--- config.mk ---
export PLATFORM = sky130hd
export DESIGN_NAME = mpfs_top
export DESIGN_NICKNAME = d
export VERILOG_FILES = /design/src/mpfs_pkg.sv /design/src/mpfs_fault_status.sv /design/src/mpfs_top.sv
export SDC_FILE = /design/constraint.sdc
export NUM_CORES = 1
export LEC_CHECK = 0
export BUFFER_PORTS_ARGS = -buffer_cell sky130_fd_sc_hd__buf_2
export CAP_MARGIN = 20
export CORE_UTILIZATION = 55
export CTS_BUF_LIST = sky130_fd_sc_hd__clkbuf_2 sky130_fd_sc_hd__clkbuf_4 sky130_fd_sc_hd__clkbuf_8
export CTS_CLUSTER_DIAMETER = 120
export CTS_CLUSTER_SIZE = 24
export DETAILED_ROUTE_END_ITERATION = 6
export GPL_ROUTABILITY_DRIVEN = 0
export GPL_TIMING_DRIVEN = 1
export PLACE_DENSITY = 0.89
export SYNTH_ARGS = -nofsm -noshare
export SYNTH_HDL_FRONTEND = slang
export SYNTH_SLANG_ARGS = --single-unit
--- constraint.sdc ---
create_clock -name clk -period 3.4 [get_ports clk]
set_input_delay 0.34 -clock clk [delete_from_list [all_inputs] [get_ports clk]]
set_output_delay 0.34 -clock clk [all_outputs]
set_load 0.1 [all_outputs]
--- src/mpfs_pkg.sv ---
// Package with constants and types for the pause request and fault status slice
package mpfs_pkg;
  // ------------------------------------------------------------
  // Class layout
  // ------------------------------------------------------------
  localparam int            NUM_CLASS   = 9;
  localparam int            GLOBAL_IDX  = 8;
  localparam int            QUANTA_W    = 16;
  localparam int            IDX_W       = 4;
  // ------------------------------------------------------------
  // Reset values and timing
  // ------------------------------------------------------------
  localparam logic [15:0]   TIMER_RST   = 16'h0000;
  localparam logic [8:0]    MASK_RST    = 9'h000;
  localparam logic [3:0]    IDX_RST     = 4'h0;
  localparam int            CLK_PERIOD_NS = 8;
  // Pause quanta timer ticks: this many ns per refresh unit, floored to whole clock cycles (512 bit times at 40G is about 12.8 ns)
  localparam real           QUANTUM_NS  = 12.8;
  localparam int            QUANTUM_CYC_RAW = int'($floor(QUANTUM_NS / CLK_PERIOD_NS));
  localparam int            QUANTUM_CYC = (QUANTUM_CYC_RAW < 1) ? 1 : QUANTUM_CYC_RAW;
  localparam logic [3:0]    TICK_MAX    = 4'(QUANTUM_CYC - 1);

  // Transmit arbitration states
  typedef enum logic [1:0] {
    MPFS_IDLE = 2'b00,
    MPFS_WAIT = 2'b01,
    MPFS_SEND = 2'b10
  } mpfs_state_t;
endpackage : mpfs_pkg

--- src/mpfs_fault_status.sv ---
// Registered receive fault status outputs
`timescale 1ns/1ps
`default_nettype none
module mpfs_fault_status (
  // Clock and control
  input  wire logic clk,
  input  wire logic rst,
  input  wire logic ce,
  // Fault causes from the receive path
  input  wire logic remote_fault_det,
  input  wire logic test_pattern_gen,
  input  wire logic lane_align_bad,
  input  wire logic hi_ber,
  input  wire logic rx_lf_fsm_fault,
  // Status levels
  output logic      remote_fault_ff,
  output logic      internal_local_fault_ff,
  output logic      received_local_fault_ff,
  output logic      local_fault_ff
);
  logic nxt_remote_fault;
  logic nxt_internal_local_fault;
  logic nxt_received_local_fault;
  logic nxt_local_fault;

  // Levels follow their causes; no latching, so they drop as soon as the cause clears
  always_comb begin
    nxt_remote_fault         = remote_fault_det;
    nxt_internal_local_fault = test_pattern_gen | lane_align_bad | hi_ber;
    nxt_received_local_fault = rx_lf_fsm_fault;
    nxt_local_fault          = nxt_internal_local_fault | nxt_received_local_fault;
  end

  // Register all levels together so the combined flag never leads its parts
  always_ff @(posedge clk) begin
    if (rst) begin
      remote_fault_ff         <= 1'b0;
      internal_local_fault_ff <= 1'b0;
      received_local_fault_ff <= 1'b0;
      local_fault_ff          <= 1'b0;
    end else if (ce) begin
      remote_fault_ff         <= nxt_remote_fault;
      internal_local_fault_ff <= nxt_internal_local_fault;
      received_local_fault_ff <= nxt_received_local_fault;
      local_fault_ff          <= nxt_local_fault;
    end
  end

  a_local_fault_or: assert property (@(posedge clk) disable iff (rst)
    local_fault_ff == (internal_local_fault_ff | received_local_fault_ff))
    else $error("combined local fault mismatch");
  a_internal_cause: assert property (@(posedge clk) disable iff (rst)
    ce |=> internal_local_fault_ff == $past(test_pattern_gen | lane_align_bad | hi_ber))
    else $error("internal local fault not following cause");
  a_remote_level: assert property (@(posedge clk) disable iff (rst)
    ce |=> remote_fault_ff == $past(remote_fault_det))
    else $error("remote fault level wrong");
  a_received_level: assert property (@(posedge clk) disable iff (rst)
    ce |=> received_local_fault_ff == $past(rx_lf_fsm_fault))
    else $error("received local fault level wrong");
endmodule : mpfs_fault_status
`default_nettype wire

--- src/mpfs_top.sv ---
// Pause frame request scheduler with fault status outputs
`timescale 1ns/1ps
`default_nettype none
//
// Contract
// - Remote fault output is a level
// - Internal local fault from pattern, alignment, BER
// - Received local fault while partner fault persists
// - Local fault is OR of both
// - Each set request bit sends a pause
// - Pause carries quanta of its own index
// - Nine 16-bit quanta, index 8 global
// - Cleared enable bit blocks that class
// - Resend reissues pauses for every requested and enabled class, resets timers
// - Nine refresh timers set retransmit interval
module mpfs_top (
  // Clock, reset, enable
  input  wire logic        clk,
  input  wire logic        rst,
  input  wire logic        ce,
  // Pause controls from user logic
  input  wire logic [8:0]  pause_req,
  input  wire logic [8:0]  pause_enable,
  input  wire logic        resend_pause,
  input  wire logic [15:0] pause_quanta [9],
  input  wire logic [15:0] pause_refresh_timer [9],
  // Frame activity of the transmit path
  input  wire logic        tx_frame_busy,
  input  wire logic        pause_done,
  // Pause frame command to the formatter
  output logic             pause_send_ff,
  output logic             pause_global_ff,
  output logic [3:0]       pause_index_ff,
  output logic [15:0]      pause_quanta_ff,
  output logic [8:0]       pause_pending_ff,
  // Fault causes
  input  wire logic        remote_fault_det,
  input  wire logic        test_pattern_gen,
  input  wire logic        lane_align_bad,
  input  wire logic        hi_ber,
  input  wire logic        rx_lf_fsm_fault,
  // Fault status
  output logic             remote_fault_ff,
  output logic             internal_local_fault_ff,
  output logic             received_local_fault_ff,
  output logic             local_fault_ff
);
  // ------------------------------------------------------------
  // State
  // ------------------------------------------------------------
  mpfs_pkg::mpfs_state_t state_ff, nxt_state;
  logic [8:0]  nxt_pending;
  logic [15:0] timer_ff [9];
  logic [15:0] nxt_timer [9];
  logic [3:0]  tick_ff, nxt_tick;
  logic        tick;
  logic [8:0]  expire;
  logic [3:0]  pick;
  logic        pick_vld;
  logic        nxt_send;
  logic        nxt_global;
  logic [3:0]  nxt_index;
  logic [15:0] nxt_quanta;
  logic        active;

  assign tick = (tick_ff == mpfs_pkg::TICK_MAX);

  // Quantum tick prescaler shared by all refresh timers
  always_comb begin
    nxt_tick = tick ? 4'h0 : 4'(tick_ff + 4'h1);
  end

  // ------------------------------------------------------------
  // Per-class refresh timers
  // ------------------------------------------------------------
  // A class re-arms when its timer runs out while request and enable stay high
  genvar g;
  generate
    for (g = 0; g < mpfs_pkg::NUM_CLASS; g++) begin : g_cls
      logic act;
      assign act = pause_req[g] & pause_enable[g];
      assign expire[g] = act && (timer_ff[g] == 16'h0000) && !pause_pending_ff[g];
      always_comb begin
        nxt_timer[g] = timer_ff[g];
        if (!act || resend_pause) begin
          nxt_timer[g] = mpfs_pkg::TIMER_RST;
        end else if (nxt_send && nxt_index == 4'(g)) begin
          nxt_timer[g] = pause_refresh_timer[g];
        end else if (tick && timer_ff[g] != 16'h0000) begin
          nxt_timer[g] = 16'(timer_ff[g] - 16'h0001);
        end
      end
      always_ff @(posedge clk) begin
        if (rst) begin
          timer_ff[g] <= mpfs_pkg::TIMER_RST;
        end else if (ce) begin
          timer_ff[g] <= nxt_timer[g];
        end
      end
    end
  endgenerate

  // Lowest index wins; global class is index 8 and therefore yields to priorities
  always_comb begin
    pick     = mpfs_pkg::IDX_RST;
    pick_vld = 1'b0;
    for (int i = mpfs_pkg::NUM_CLASS - 1; i >= 0; i--) begin
      if (pause_pending_ff[i] && pause_enable[i]) begin
        pick     = 4'(i);
        pick_vld = 1'b1;
      end
    end
  end

  // ------------------------------------------------------------
  // Scheduler
  // ------------------------------------------------------------
  // Pending set wins over the clear of a sent class so no request is lost
  always_comb begin
    nxt_state  = state_ff;
    nxt_send   = 1'b0;
    nxt_global = pause_global_ff;
    nxt_index  = pause_index_ff;
    nxt_quanta = pause_quanta_ff;
    nxt_pending = pause_pending_ff & pause_enable & pause_req;
    case (state_ff)
      mpfs_pkg::MPFS_IDLE: begin
        if (pick_vld) begin
          nxt_state = mpfs_pkg::MPFS_WAIT;
        end
      end
      mpfs_pkg::MPFS_WAIT: begin
        if (!pick_vld) begin
          nxt_state = mpfs_pkg::MPFS_IDLE;
        end else if (!tx_frame_busy) begin
          nxt_state  = mpfs_pkg::MPFS_SEND;
          nxt_send   = 1'b1;
          nxt_index  = pick;
          nxt_global = (pick == 4'(mpfs_pkg::GLOBAL_IDX));
          nxt_quanta = pause_quanta[pick];
          nxt_pending[pick] = 1'b0;
        end
      end
      mpfs_pkg::MPFS_SEND: begin
        if (pause_done) begin
          nxt_state = mpfs_pkg::MPFS_IDLE;
        end
      end
      default: begin
        nxt_state = mpfs_pkg::MPFS_IDLE;
      end
    endcase
    // Resend marks every active class pending for the next gap
    if (resend_pause) begin
      nxt_pending = nxt_pending | (pause_req & pause_enable);
    end
    nxt_pending = nxt_pending | expire;
  end

  always_ff @(posedge clk) begin
    if (rst) begin
      state_ff         <= mpfs_pkg::MPFS_IDLE;
      pause_send_ff    <= 1'b0;
      pause_global_ff  <= 1'b0;
      pause_index_ff   <= mpfs_pkg::IDX_RST;
      pause_quanta_ff  <= mpfs_pkg::TIMER_RST;
      pause_pending_ff <= mpfs_pkg::MASK_RST;
      tick_ff          <= 4'h0;
    end else if (ce) begin
      state_ff         <= nxt_state;
      pause_send_ff    <= nxt_send;
      pause_global_ff  <= nxt_global;
      pause_index_ff   <= nxt_index;
      pause_quanta_ff  <= nxt_quanta;
      pause_pending_ff <= nxt_pending;
      tick_ff          <= nxt_tick;
    end
  end

  // ------------------------------------------------------------
  // Fault status
  // ------------------------------------------------------------
  mpfs_fault_status u_fault (
    .clk                     (clk),
    .rst                     (rst),
    .ce                      (ce),
    .remote_fault_det        (remote_fault_det),
    .test_pattern_gen        (test_pattern_gen),
    .lane_align_bad          (lane_align_bad),
    .hi_ber                  (hi_ber),
    .rx_lf_fsm_fault         (rx_lf_fsm_fault),
    .remote_fault_ff         (remote_fault_ff),
    .internal_local_fault_ff (internal_local_fault_ff),
    .received_local_fault_ff (received_local_fault_ff),
    .local_fault_ff          (local_fault_ff)
  );

  assign active = (state_ff != mpfs_pkg::MPFS_IDLE);

  // ------------------------------------------------------------
  // Checks
  // ------------------------------------------------------------
  a_send_gap_only: assert property (@(posedge clk) disable iff (rst)
    pause_send_ff |-> !$past(tx_frame_busy))
    else $error("pause issued during a frame");
  // The index is looked up through the winner of the previous cycle; the held index there is the older send
  a_send_enabled: assert property (@(posedge clk) disable iff (rst)
    pause_send_ff |-> $past(pause_enable[pick]))
    else $error("pause sent for disabled class");
  a_quanta_match: assert property (@(posedge clk) disable iff (rst)
    pause_send_ff |-> pause_quanta_ff == $past(pause_quanta[pick]))
    else $error("pause quanta not from its index");
  a_global_flag: assert property (@(posedge clk) disable iff (rst)
    pause_send_ff |-> pause_global_ff == (pause_index_ff == 4'h8))
    else $error("global flag mismatch");
  a_resend_pending: assert property (@(posedge clk) disable iff (rst)
    ce && resend_pause && (pause_req & pause_enable) != 9'h000 |=> pause_pending_ff != 9'h000 || pause_send_ff)
    else $error("resend did not mark pending");
  a_timer_reload: assert property (@(posedge clk) disable iff (rst)
    pause_send_ff && $past(ce && !resend_pause && pause_req[pick] && pause_enable[pick]) |->
      timer_ff[pause_index_ff] == $past(pause_refresh_timer[pick]))
    else $error("refresh timer not reloaded");
  a_send_pulse: assert property (@(posedge clk) disable iff (rst)
    pause_send_ff |=> !pause_send_ff)
    else $error("send held longer than one cycle");
  a_request_served: assert property (@(posedge clk) disable iff (rst)
    ce && state_ff == mpfs_pkg::MPFS_WAIT && pick_vld && !tx_frame_busy |=> pause_send_ff)
    else $error("ready request not sent");

  c_global_send: cover property (@(posedge clk) pause_send_ff && pause_global_ff);
  c_prio_send: cover property (@(posedge clk) pause_send_ff && !pause_global_ff);
  c_wait_frame: cover property (@(posedge clk) active && tx_frame_busy ##1 pause_send_ff);
  c_resend: cover property (@(posedge clk) resend_pause ##[1:20] pause_send_ff);
endmodule : mpfs_top
`default_nettype wire

==> impl_metrics.toml, run 1 <==
[outcome]
status = "complete, no violations"

[setup_path]
worstPathMaxFanout = 16
r2r-start = "timer_ff[1][8]$_SDFFCE_PP0P_"
endpoint_kind = "register"
r2r_slack_ns = 0.36
r2r-end = "timer_ff[1][9]$_SDFFCE_PP0P_"
arrival_ns = 3.25
crit_required_ns = 3.61
worstRegToRegCells = 7
cp-start-kind = "register"
timing_worst_setup_path_type = "reg2reg"

[finish]
layout_common_cells = "351 x buf_2, 194 x nand2_1, 165 x nor2_1, 144 x edfxtp_1, 102 x mux2i_1"
syn2layout_area_growth_pct = 21.6
final_common_cell = "buf_2"
final_util = 0.683
drive_gt1_frac = 0.283
nets = 1996
fillers = 1695

[job]
cap_violations = 0

[clock_network]
cts.sink_count = 185
cts_tree = "yes"
clock_latency_ns = 0.47
cts_setup_buffers = 0
hold_buffers = 0
htreeDepth = 4
cts.repair.resized = 0
cts_root_buffer = "clkbuf_8"
cts.path.max_buffers = 2
clk_pin_slew_ns = 0.11
cts-buffers-inserted = 17

[logic_synthesis]
syn_inst = 1328
ys.warnings.count = 0
ys_seq_area_frac = 0.420
synth_cell_types = 62
yosysTopAreaCellShare = 0.353
synth_edf_count = 144
synth_top_area_cell = "edfxtp_1"
ys.flop_type = "edfxtp_1"
synth-seq-cells = 185
syn-num-nets = 1656
postSynthAreaPerCell_um2 = 9.23
synth_area_leaders = "edfxtp_1 35%, mux2i_1 8.3%, dfxtp_1 6.7%"
async_flop_share = 0
syn_area_um2 = 12300

[floorplanning]
dieArea_um2 = 22900
ioPinCount = 352
start_util = 0.562
rows = 54
die_w_um = 151
coreArea_um2 = 21800
die_h_um = 151

[global_route]
use_met2 = 0.546
gr-total-overflow = 0
grt_pass1_wl_um = 57700
grtUsageMet1 = 0.378
grt_pass1_vias = 11400
antenna_found_initial = 11
use_met3 = 0.0684
grt_max_degree = 44
grt.busiest_layer = "met2"
track_usage = 0.330

[drt]
wl_um = 38400
wl_per_cell_um = 19.5
post-route-drc-count = 0
viasPerCell = 6.03
num_vias = 11900
first_pass_iters = 5
initialDrtViolationCount = 779
ant_nets = 0

[timing]
setup_tns_ns = 0
hold_viol = 0
rsz0062_at_grt = "no"
finalCriticalPeriod_ns = 3.04
clock_skew_ns = 0.0182
max-slew-margin-rel = 0.357
worst_pin_slew_ns = 0.964
finalSetupViolations = 0
min_period_over_period = 0.893
drv_slew = 0
max_freq_ghz = 0.329

[min_path]
worstHoldPathType = "in2reg"
hp-start = "rx_lf_fsm_fault"
min_path_cells = 3
holdPathEnd = "u_fault.received_local_fault_ff$_SDFFE_PP0P_"

[power]
ir_worst_vdd_v = 0.000253
p_per_area_nw_per_um2 = 351
power.leakage_nw = 6.05

[placement]
dpl.hpwl_um = 29000
numPortBuffers = 351
-- cell families (layout without fill, tap and decap cells) --
logic type,after synthesis,after routing,share of synthesized area
other,0,13,0
multiplexers,121,121,0.101
buffers and inverters,98,451,0.0327
AND/OR/NAND/NOR,551,551,0.208
adder cells (fa/ha/maj),11,11,0.0112
flip-flops,185,185,0.420
XOR/XNOR,119,119,0.0850
AO/OA/AOI/OAI,243,243,0.143
-- critical path, cell delays in order, from the launching register on --
cell,delay [ns]
edfxtp_1,0.45
or4_4,0.56
or4_4,0.44
or3_4,0.41
or3_2,0.42
a21oi_1,0.15
a21oi_1,0.10
buf_4,0.24
-- synth_stat cells, drive strengths merged (34+ instances only) --
| master | count |
|---|---|
| a211oi | 80 |
| a21oi | 39 |
| clkbuf | 56 |
| dfxtp | 41 |
| edfxtp | 144 |
| mux2i | 102 |
| nand2 | 194 |
| nand3 | 38 |
| nor2 | 167 |
| nor3 | 34 |
| xnor2 | 59 |
| xor2 | 60 |
-- flip-flops by register name (all words and copies together) (netlist names) --
| register | cells |
|---|---|
| pause_pending_ff | 9 |
| u_fault.local_fault_ff | 1 |
| u_fault.remote_fault_ff | 1 |
| state_ff | 2 |
| u_fault.internal_local_fault_ff | 1 |
| pause_index_ff | 4 |
| timer_ff | 144 |
| pause_send_ff | 1 |
| u_fault.received_local_fault_ff | 1 |
| pause_quanta_ff | 16 |
| pause_global_ff | 1 |
| tick_ff | 4 |
-- routing by layer --
metal,vias up,part of all wire
met4,0,0.070
met5,-,0
met2,621,0.48
met1,5558,0.37
met3,151,0.082
li1,5575,-
-- worst max path at each step --
stage | from | endpoint | slack (ns) | cells after the start
CTS | timer_ff[1][8]$_SDFFCE_PP0P_ | timer_ff[1][0]$_SDFFCE_PP0P_ | 0.38 | 7
detailed placement | timer_ff[1][8]$_SDFFCE_PP0P_ | timer_ff[1][0]$_SDFFCE_PP0P_ | 0.41 | 7
finish | timer_ff[1][8]$_SDFFCE_PP0P_ | timer_ff[1][9]$_SDFFCE_PP0P_ | 0.36 | 7
global route | timer_ff[6][0]$_SDFFCE_PN0P_ | timer_ff[6][13]$_SDFFCE_PN0P_ | 0.25 | 8
global placement | timer_ff[1][8]$_SDFFCE_PP0P_ | timer_ff[1][0]$_SDFFCE_PP0P_ | 0.45 | 7
floorplan | pause_pending_ff[6]$_SDFFE_PP0P_ | timer_ff[2][0]$_SDFFCE_PP0P_ | 0.06 | 7
-- layout make-up --
class                           count  area (um2)  area share
Clock buffer                       18         241      0.0162
Antenna cell                       13        32.5     0.00218
Clock inverter                     14         181      0.0122
Inverter                           26        97.6     0.00655
Tap cell                          280         350      0.0235
Timing Repair Buffer              393        2070       0.139
Sequential cell                   185        5150       0.345
Multi-Input combinational cell   1045        6780       0.455
-- where the power goes --
part | total, mW | switching, mW | internal [mW]
Clock | 1.61 | 0.913 | 0.697
Combinational | 0.983 | 0.567 | 0.417
Sequential | 2.63 | 0.100 | 2.53
Total | 5.23 | 1.58 | 3.65
-- stage by stage --
step,power (mW),setup WS (ns),hold WS [ns],cell area (um2),std cells
final,5.23,0.365,0.133,14900,1974
after global routing,5.41,0.254,0.129,14900,1972
after CTS,5.22,0.384,0.114,14900,1961
after detailed placement,3.64,0.410,0.462,14400,1929
after global placement,3.61,0.454,0.447,14400,1928
after floorplan,3.25,0.0568,0.465,12300,1328
Power figures use the tool's default switching activity.
==> run 2: changes to the inputs <==
--- a/config.mk
+++ b/config.mk
@@ -7,7 +7,9 @@
 export LEC_CHECK = 0
 export BUFFER_PORTS_ARGS = -buffer_cell sky130_fd_sc_hd__buf_2
 export CAP_MARGIN = 20
-export CORE_UTILIZATION = 55
+export CELL_PAD_IN_SITES_DETAIL_PLACEMENT = 0
+export CELL_PAD_IN_SITES_GLOBAL_PLACEMENT = 1
+export CORE_UTILIZATION = 41
 export CTS_BUF_LIST = sky130_fd_sc_hd__clkbuf_2 sky130_fd_sc_hd__clkbuf_4 sky130_fd_sc_hd__clkbuf_8
 export CTS_CLUSTER_DIAMETER = 120
 export CTS_CLUSTER_SIZE = 24
==> impl_metrics.toml, run 2 (synthesized netlist as in run 1, its figures left out) <==
[drt]
wl_per_cell_um = 18.8
ant_nets = 0
num_vias = 11400
post-route-drc-count = 0
viasPerCell = 5.49
first_pass_iters = 5
initialDrtViolationCount = 919
wl_um = 39200

[clock_network]
cts.repair.resized = 0
clock_latency_ns = 0.49
cts.sink_count = 185
clk_pin_slew_ns = 0.12
htreeDepth = 4
cts.path.max_buffers = 2
hold_buffers = 0
cts_root_buffer = "clkbuf_8"
cts-buffers-inserted = 17
cts_tree = "yes"
cts_setup_buffers = 0

[floorplanning]
rows = 62
dieArea_um2 = 30600
coreArea_um2 = 29100
die_w_um = 175
start_util = 0.421
die_h_um = 175
ioPinCount = 352

[timing]
max-slew-margin-rel = 0.377
drv_slew = 0
max_freq_ghz = 0.336
rsz0062_at_grt = "no"
min_period_over_period = 0.874
hold_viol = 0
finalCriticalPeriod_ns = 2.97
setup_tns_ns = 0
worst_pin_slew_ns = 0.934
clock_skew_ns = 0.0207
finalSetupViolations = 0

[power]
ir_worst_vdd_v = 0.000188
power.leakage_nw = 6.08
total_power_mw = 5.16
p_per_area_nw_per_um2 = 342

[setup_path]
timing_worst_setup_path_type = "reg2reg"
cp-start-kind = "register"
worstPathMaxFanout = 16
slowest_delay_ns = 0.53
crit_buf_inv = 1
crit_required_ns = 3.63
path_cells = "or4_4 -> or4_4 -> or3_4 -> or3_2 -> a21oi_1 -> a21oi_1 -> buf_4"
critPathTopFamily = "simple AND/OR/NAND/NOR gates"
arrival_ns = 3.20
cpMaxStageDelayCell = "or4_4"
endpoint_kind = "register"

[placement]
numPortBuffers = 351
dp.cells = 2041
dpl.hpwl_um = 29900

[job]
cap_violations = 0

[min_path]
worstHoldPathType = "in2reg"

[global_route]
gr-total-overflow = 0
grt_max_degree = 44
grt_pass1_wl_um = 59100
antenna_found_initial = 12
track_usage = 0.251
grt_pass1_vias = 11000

[finish]
final_cell_count_no_fill = 2081
layout_common_cells = "351 x buf_2, 194 x nand2_1, 165 x nor2_1, 144 x edfxtp_1, 102 x mux2i_1"
drive_gt1_frac = 0.286
nets = 2004
largest_reg_flops = 144
syn2layout_area_growth_pct = 22.8
regMostFlops = "timer_ff"
final_common_cell = "buf_2"
top_regs = "timer_ff (144), pause_quanta_ff (16), pause_pending_ff (9)"

[outcome]
status = "complete, no violations"
-- run 2: changes by cell type in the layout (fill, tap and decap cells not counted) --
cell | previous run | this run
inv_6 | 1 | 4
inv_8 | 5 | 4
bufinv_16 | 2 | 1
clkinv_8 | 1 | 0
clkinvlp_4 | 3 | 2
clkinv_4 | 2 | 3
buf_4 | 42 | 49
buf_12 | 0 | 1
diode_2 | 13 | 8
clkinv_2 | 0 | 1
clkbuf_4 | 1 | 0
-- run 2: per-stage QoR --
step / cell area (um2) / util / setup slack (ns) / hold WS, ns
after floorplan: 12300 / - / 0.0568 / 0.465
after global routing: 15100 / 0.518 / 0.322 / 0.0841
after global placement: 14700 / 0.504 / 0.467 / 0.465
final: 15100 / 0.518 / 0.427 / 0.0939
after CTS: 15000 / 0.517 / 0.431 / 0.0629
after detailed placement: 14700 / 0.504 / 0.453 / 0.476
-- run 2: cell type report --
type | instances | area [um2]
fillers | 2830 | 14000
multi-input cells | 1045 | 6780
flip-flops and latches | 185 | 5150
repair buffers | 401 | 2140
well taps | 384 | 480
clock buffers | 17 | 234
clock inverters | 15 | 156
inverters | 26 | 97.6
diodes | 8 | 20.0
-- run 2: worst paths after layout --
check	slack [ns]	start	cells after the start	end
max reg2reg	0.43	timer_ff[1][7]$_SDFFCE_PP0P_	7	timer_ff[1][1]$_SDFFCE_PP0P_
min reg2reg	0.49	u_fault.internal_local_fault_ff$_SDFFE_PP0P_	2	u_fault.internal_local_fault_ff$_SDFFE_PP0P_
min	0.09	rx_lf_fsm_fault	3	u_fault.local_fault_ff$_SDFFE_PP0P_
max	0.43	timer_ff[1][7]$_SDFFCE_PP0P_	7	timer_ff[1][1]$_SDFFCE_PP0P_
-- run 2: worst register-to-register path, cell delays in order, from the launching register on --
cell	delay (ns)
edfxtp_1	0.46
or4_4	0.53
or4_4	0.44
or3_4	0.41
or3_2	0.41
a21oi_1	0.15
a21oi_1	0.08
buf_4	0.25
-- run 2: routing by layer --
layer	track usage	vias to the layer above	part of all wire
li1	-	5596	-
met1	0.294	5352	0.41
met2	0.436	389	0.50
met3	0.0453	80	0.052
met4	0.129	2	0.039
met5	0	-	0.00031
-- run 2: power by group --
group / switching (mW) / internal [mW]
sequential: 0.0957 / 2.53
clock: 0.925 / 0.610
combinational: 0.570 / 0.424
==> run 3: changes to the inputs <==
--- a/config.mk
+++ b/config.mk
@@ -12,10 +12,10 @@
 export CORE_UTILIZATION = 41
 export CTS_BUF_LIST = sky130_fd_sc_hd__clkbuf_2 sky130_fd_sc_hd__clkbuf_4 sky130_fd_sc_hd__clkbuf_8
 export CTS_CLUSTER_DIAMETER = 120
-export CTS_CLUSTER_SIZE = 24
 export DETAILED_ROUTE_END_ITERATION = 6
 export GPL_ROUTABILITY_DRIVEN = 0
 export GPL_TIMING_DRIVEN = 1
+export HOLD_SLACK_MARGIN = 0.15
 export PLACE_DENSITY = 0.89
 export SYNTH_ARGS = -nofsm -noshare
 export SYNTH_HDL_FRONTEND = slang
==> impl_metrics.toml, run 3 (synthesized netlist as in run 1, its figures left out) <==
[finish]
regMostFlops = "timer_ff"
drive_gt1_frac = 0.283
layout_common_cells = "351 x buf_2, 194 x nand2_1, 165 x nor2_1, 144 x edfxtp_1, 102 x mux2i_1"
final_util = 0.523
syn2layout_area_growth_pct = 24.2
largest_reg_flops = 144
final_common_cell = "buf_2"
nets = 2021
top_regs = "timer_ff (144), pause_quanta_ff (16), pause_pending_ff (9)"

[power]
pwr-share-seq = 0.509
power_frac_comb = 0.195
p_sw_frac = 0.308
p_per_area_nw_per_um2 = 339
internal_power_mw = 3.58
p_sw_mw = 1.59
clockPowerShare = 0.296
power.leakage_nw = 6.15
ir_worst_vdd_v = 0.000186

[floorplanning]
die_w_um = 175
rows = 62
die_h_um = 175
dieArea_um2 = 30600
start_util = 0.421
ioPinCount = 352
coreArea_um2 = 29100

[timing]
max-slew-margin-rel = 0.371
worst_pin_slew_ns = 0.944
whs_ns = 0.186
finalSetupViolations = 0
clock_skew_ns = 0.0202
min_period_over_period = 0.875
setup_tns_ns = 0
drv_slew = 0
hold_viol = 0
max_freq_ghz = 0.336
rsz0062_at_grt = "no"
setup_slack_ns = 0.426
finalCriticalPeriod_ns = 2.97

[setup_path]
worstPathMaxFanout = 16
cpMaxStageDelayCell = "or4_4"
endpoint_kind = "register"
arrival_ns = 3.20
cp-start-kind = "register"
worstRegToRegCells = 7
r2r_slack_ns = 0.43
crit_required_ns = 3.63
timing_worst_setup_path_type = "reg2reg"
path_cells = "or4_4 -> or4_4 -> or3_4 -> or3_2 -> a21oi_1 -> a21oi_1 -> buf_4"
slowest_delay_ns = 0.53

[drt]
num_vias = 11500
initialDrtViolationCount = 837
wl_per_cell_um = 18.7
ant_nets = 0
post-route-drc-count = 0
first_pass_iters = 5
viasPerCell = 5.49
wl_um = 39300

[placement]
post-place-ws_ns = 0.453
dpl.hpwl_um = 29900
numPortBuffers = 351

[outcome]
status = "complete, no violations"

[global_route]
grt_max_degree = 44
grt_pass1_vias = 11100
track_usage = 0.251
grt_pass1_wl_um = 59400
antenna_found_initial = 9
gr-total-overflow = 0

[clock_network]
hold_buffers = 17
htreeDepth = 4
cts_tree = "yes"
cts.repair.resized = 0
cts_setup_buffers = 0
cts-buffers-inserted = 17
clock_latency_ns = 0.49
clk_pin_slew_ns = 0.12
cts.path.max_buffers = 2
cts_root_buffer = "clkbuf_8"
cts.sink_count = 185

[job]
cap_violations = 0

[min_path]
worstHoldPathType = "in2reg"
min_path_cells = 3
## run 3: cell count changes in the layout (fill, tap and decap cells not counted)
cell           change
dlygate4sd3_1     +17
diode_2            -3
## run 3: area by class of cell
class	count	area, um2
fill	2813	13900
multi-input combinational	1045	6780
sequential	185	5150
timing repair buffer	418	2310
tap	384	480
clock buffer	17	234
clock inverter	15	156
inverter	26	97.6
antenna	5	12.5
## run 3: worst paths after layout
kind | startpoint | endpoint
max | timer_ff[1][7]$_SDFFCE_PP0P_ | timer_ff[1][1]$_SDFFCE_PP0P_
min | pause_refresh_timer[34] | timer_ff[6][2]$_SDFFCE_PN0P_
max reg2reg | timer_ff[1][7]$_SDFFCE_PP0P_ | timer_ff[1][1]$_SDFFCE_PP0P_
min reg2reg | u_fault.internal_local_fault_ff$_SDFFE_PP0P_ | u_fault.internal_local_fault_ff$_SDFFE_PP0P_
## run 3: power groups by stage
stage	Clock [mW]	Combinational, mW	Sequential (mW)
after floorplan	0	0.526	2.73
after global placement	0	0.977	2.67
after detailed placement	0	0.984	2.67
after CTS	1.57	1.01	2.63
after global routing	1.65	1.10	2.64
final	1.53	1.01	2.63
## run 3: critical path, delay by kind of cell (launching register included)
family,cells,cell delay [ns]
flops,1,0.46
simple gates,4,1.79
compound gates,2,0.22
buf+inv,1,0.24
## run 3: layer usage
layer  GRT usage  routed length, um  up-vias  part of all wire
met4       0.127               1670        2             0.042
met3      0.0437               2110       92             0.054
met1       0.296              15900     5386              0.40
met5           0                 12        -           0.00031
met2       0.439              19600      408              0.50
li1            -                  -     5624                 -
## run 3: per-stage QoR
step / power [mW] / instance area, um2 / cells
2_1_floorplan: 3.25 / 12300 / 1328
3_3_place_gp: 3.65 / 14700 / 2041
3_5_place_dp: 3.66 / 14700 / 2041
4_1_cts: 5.20 / 15200 / 2090
5_1_grt: 5.39 / 15200 / 2095
6_report: 5.17 / 15200 / 2095
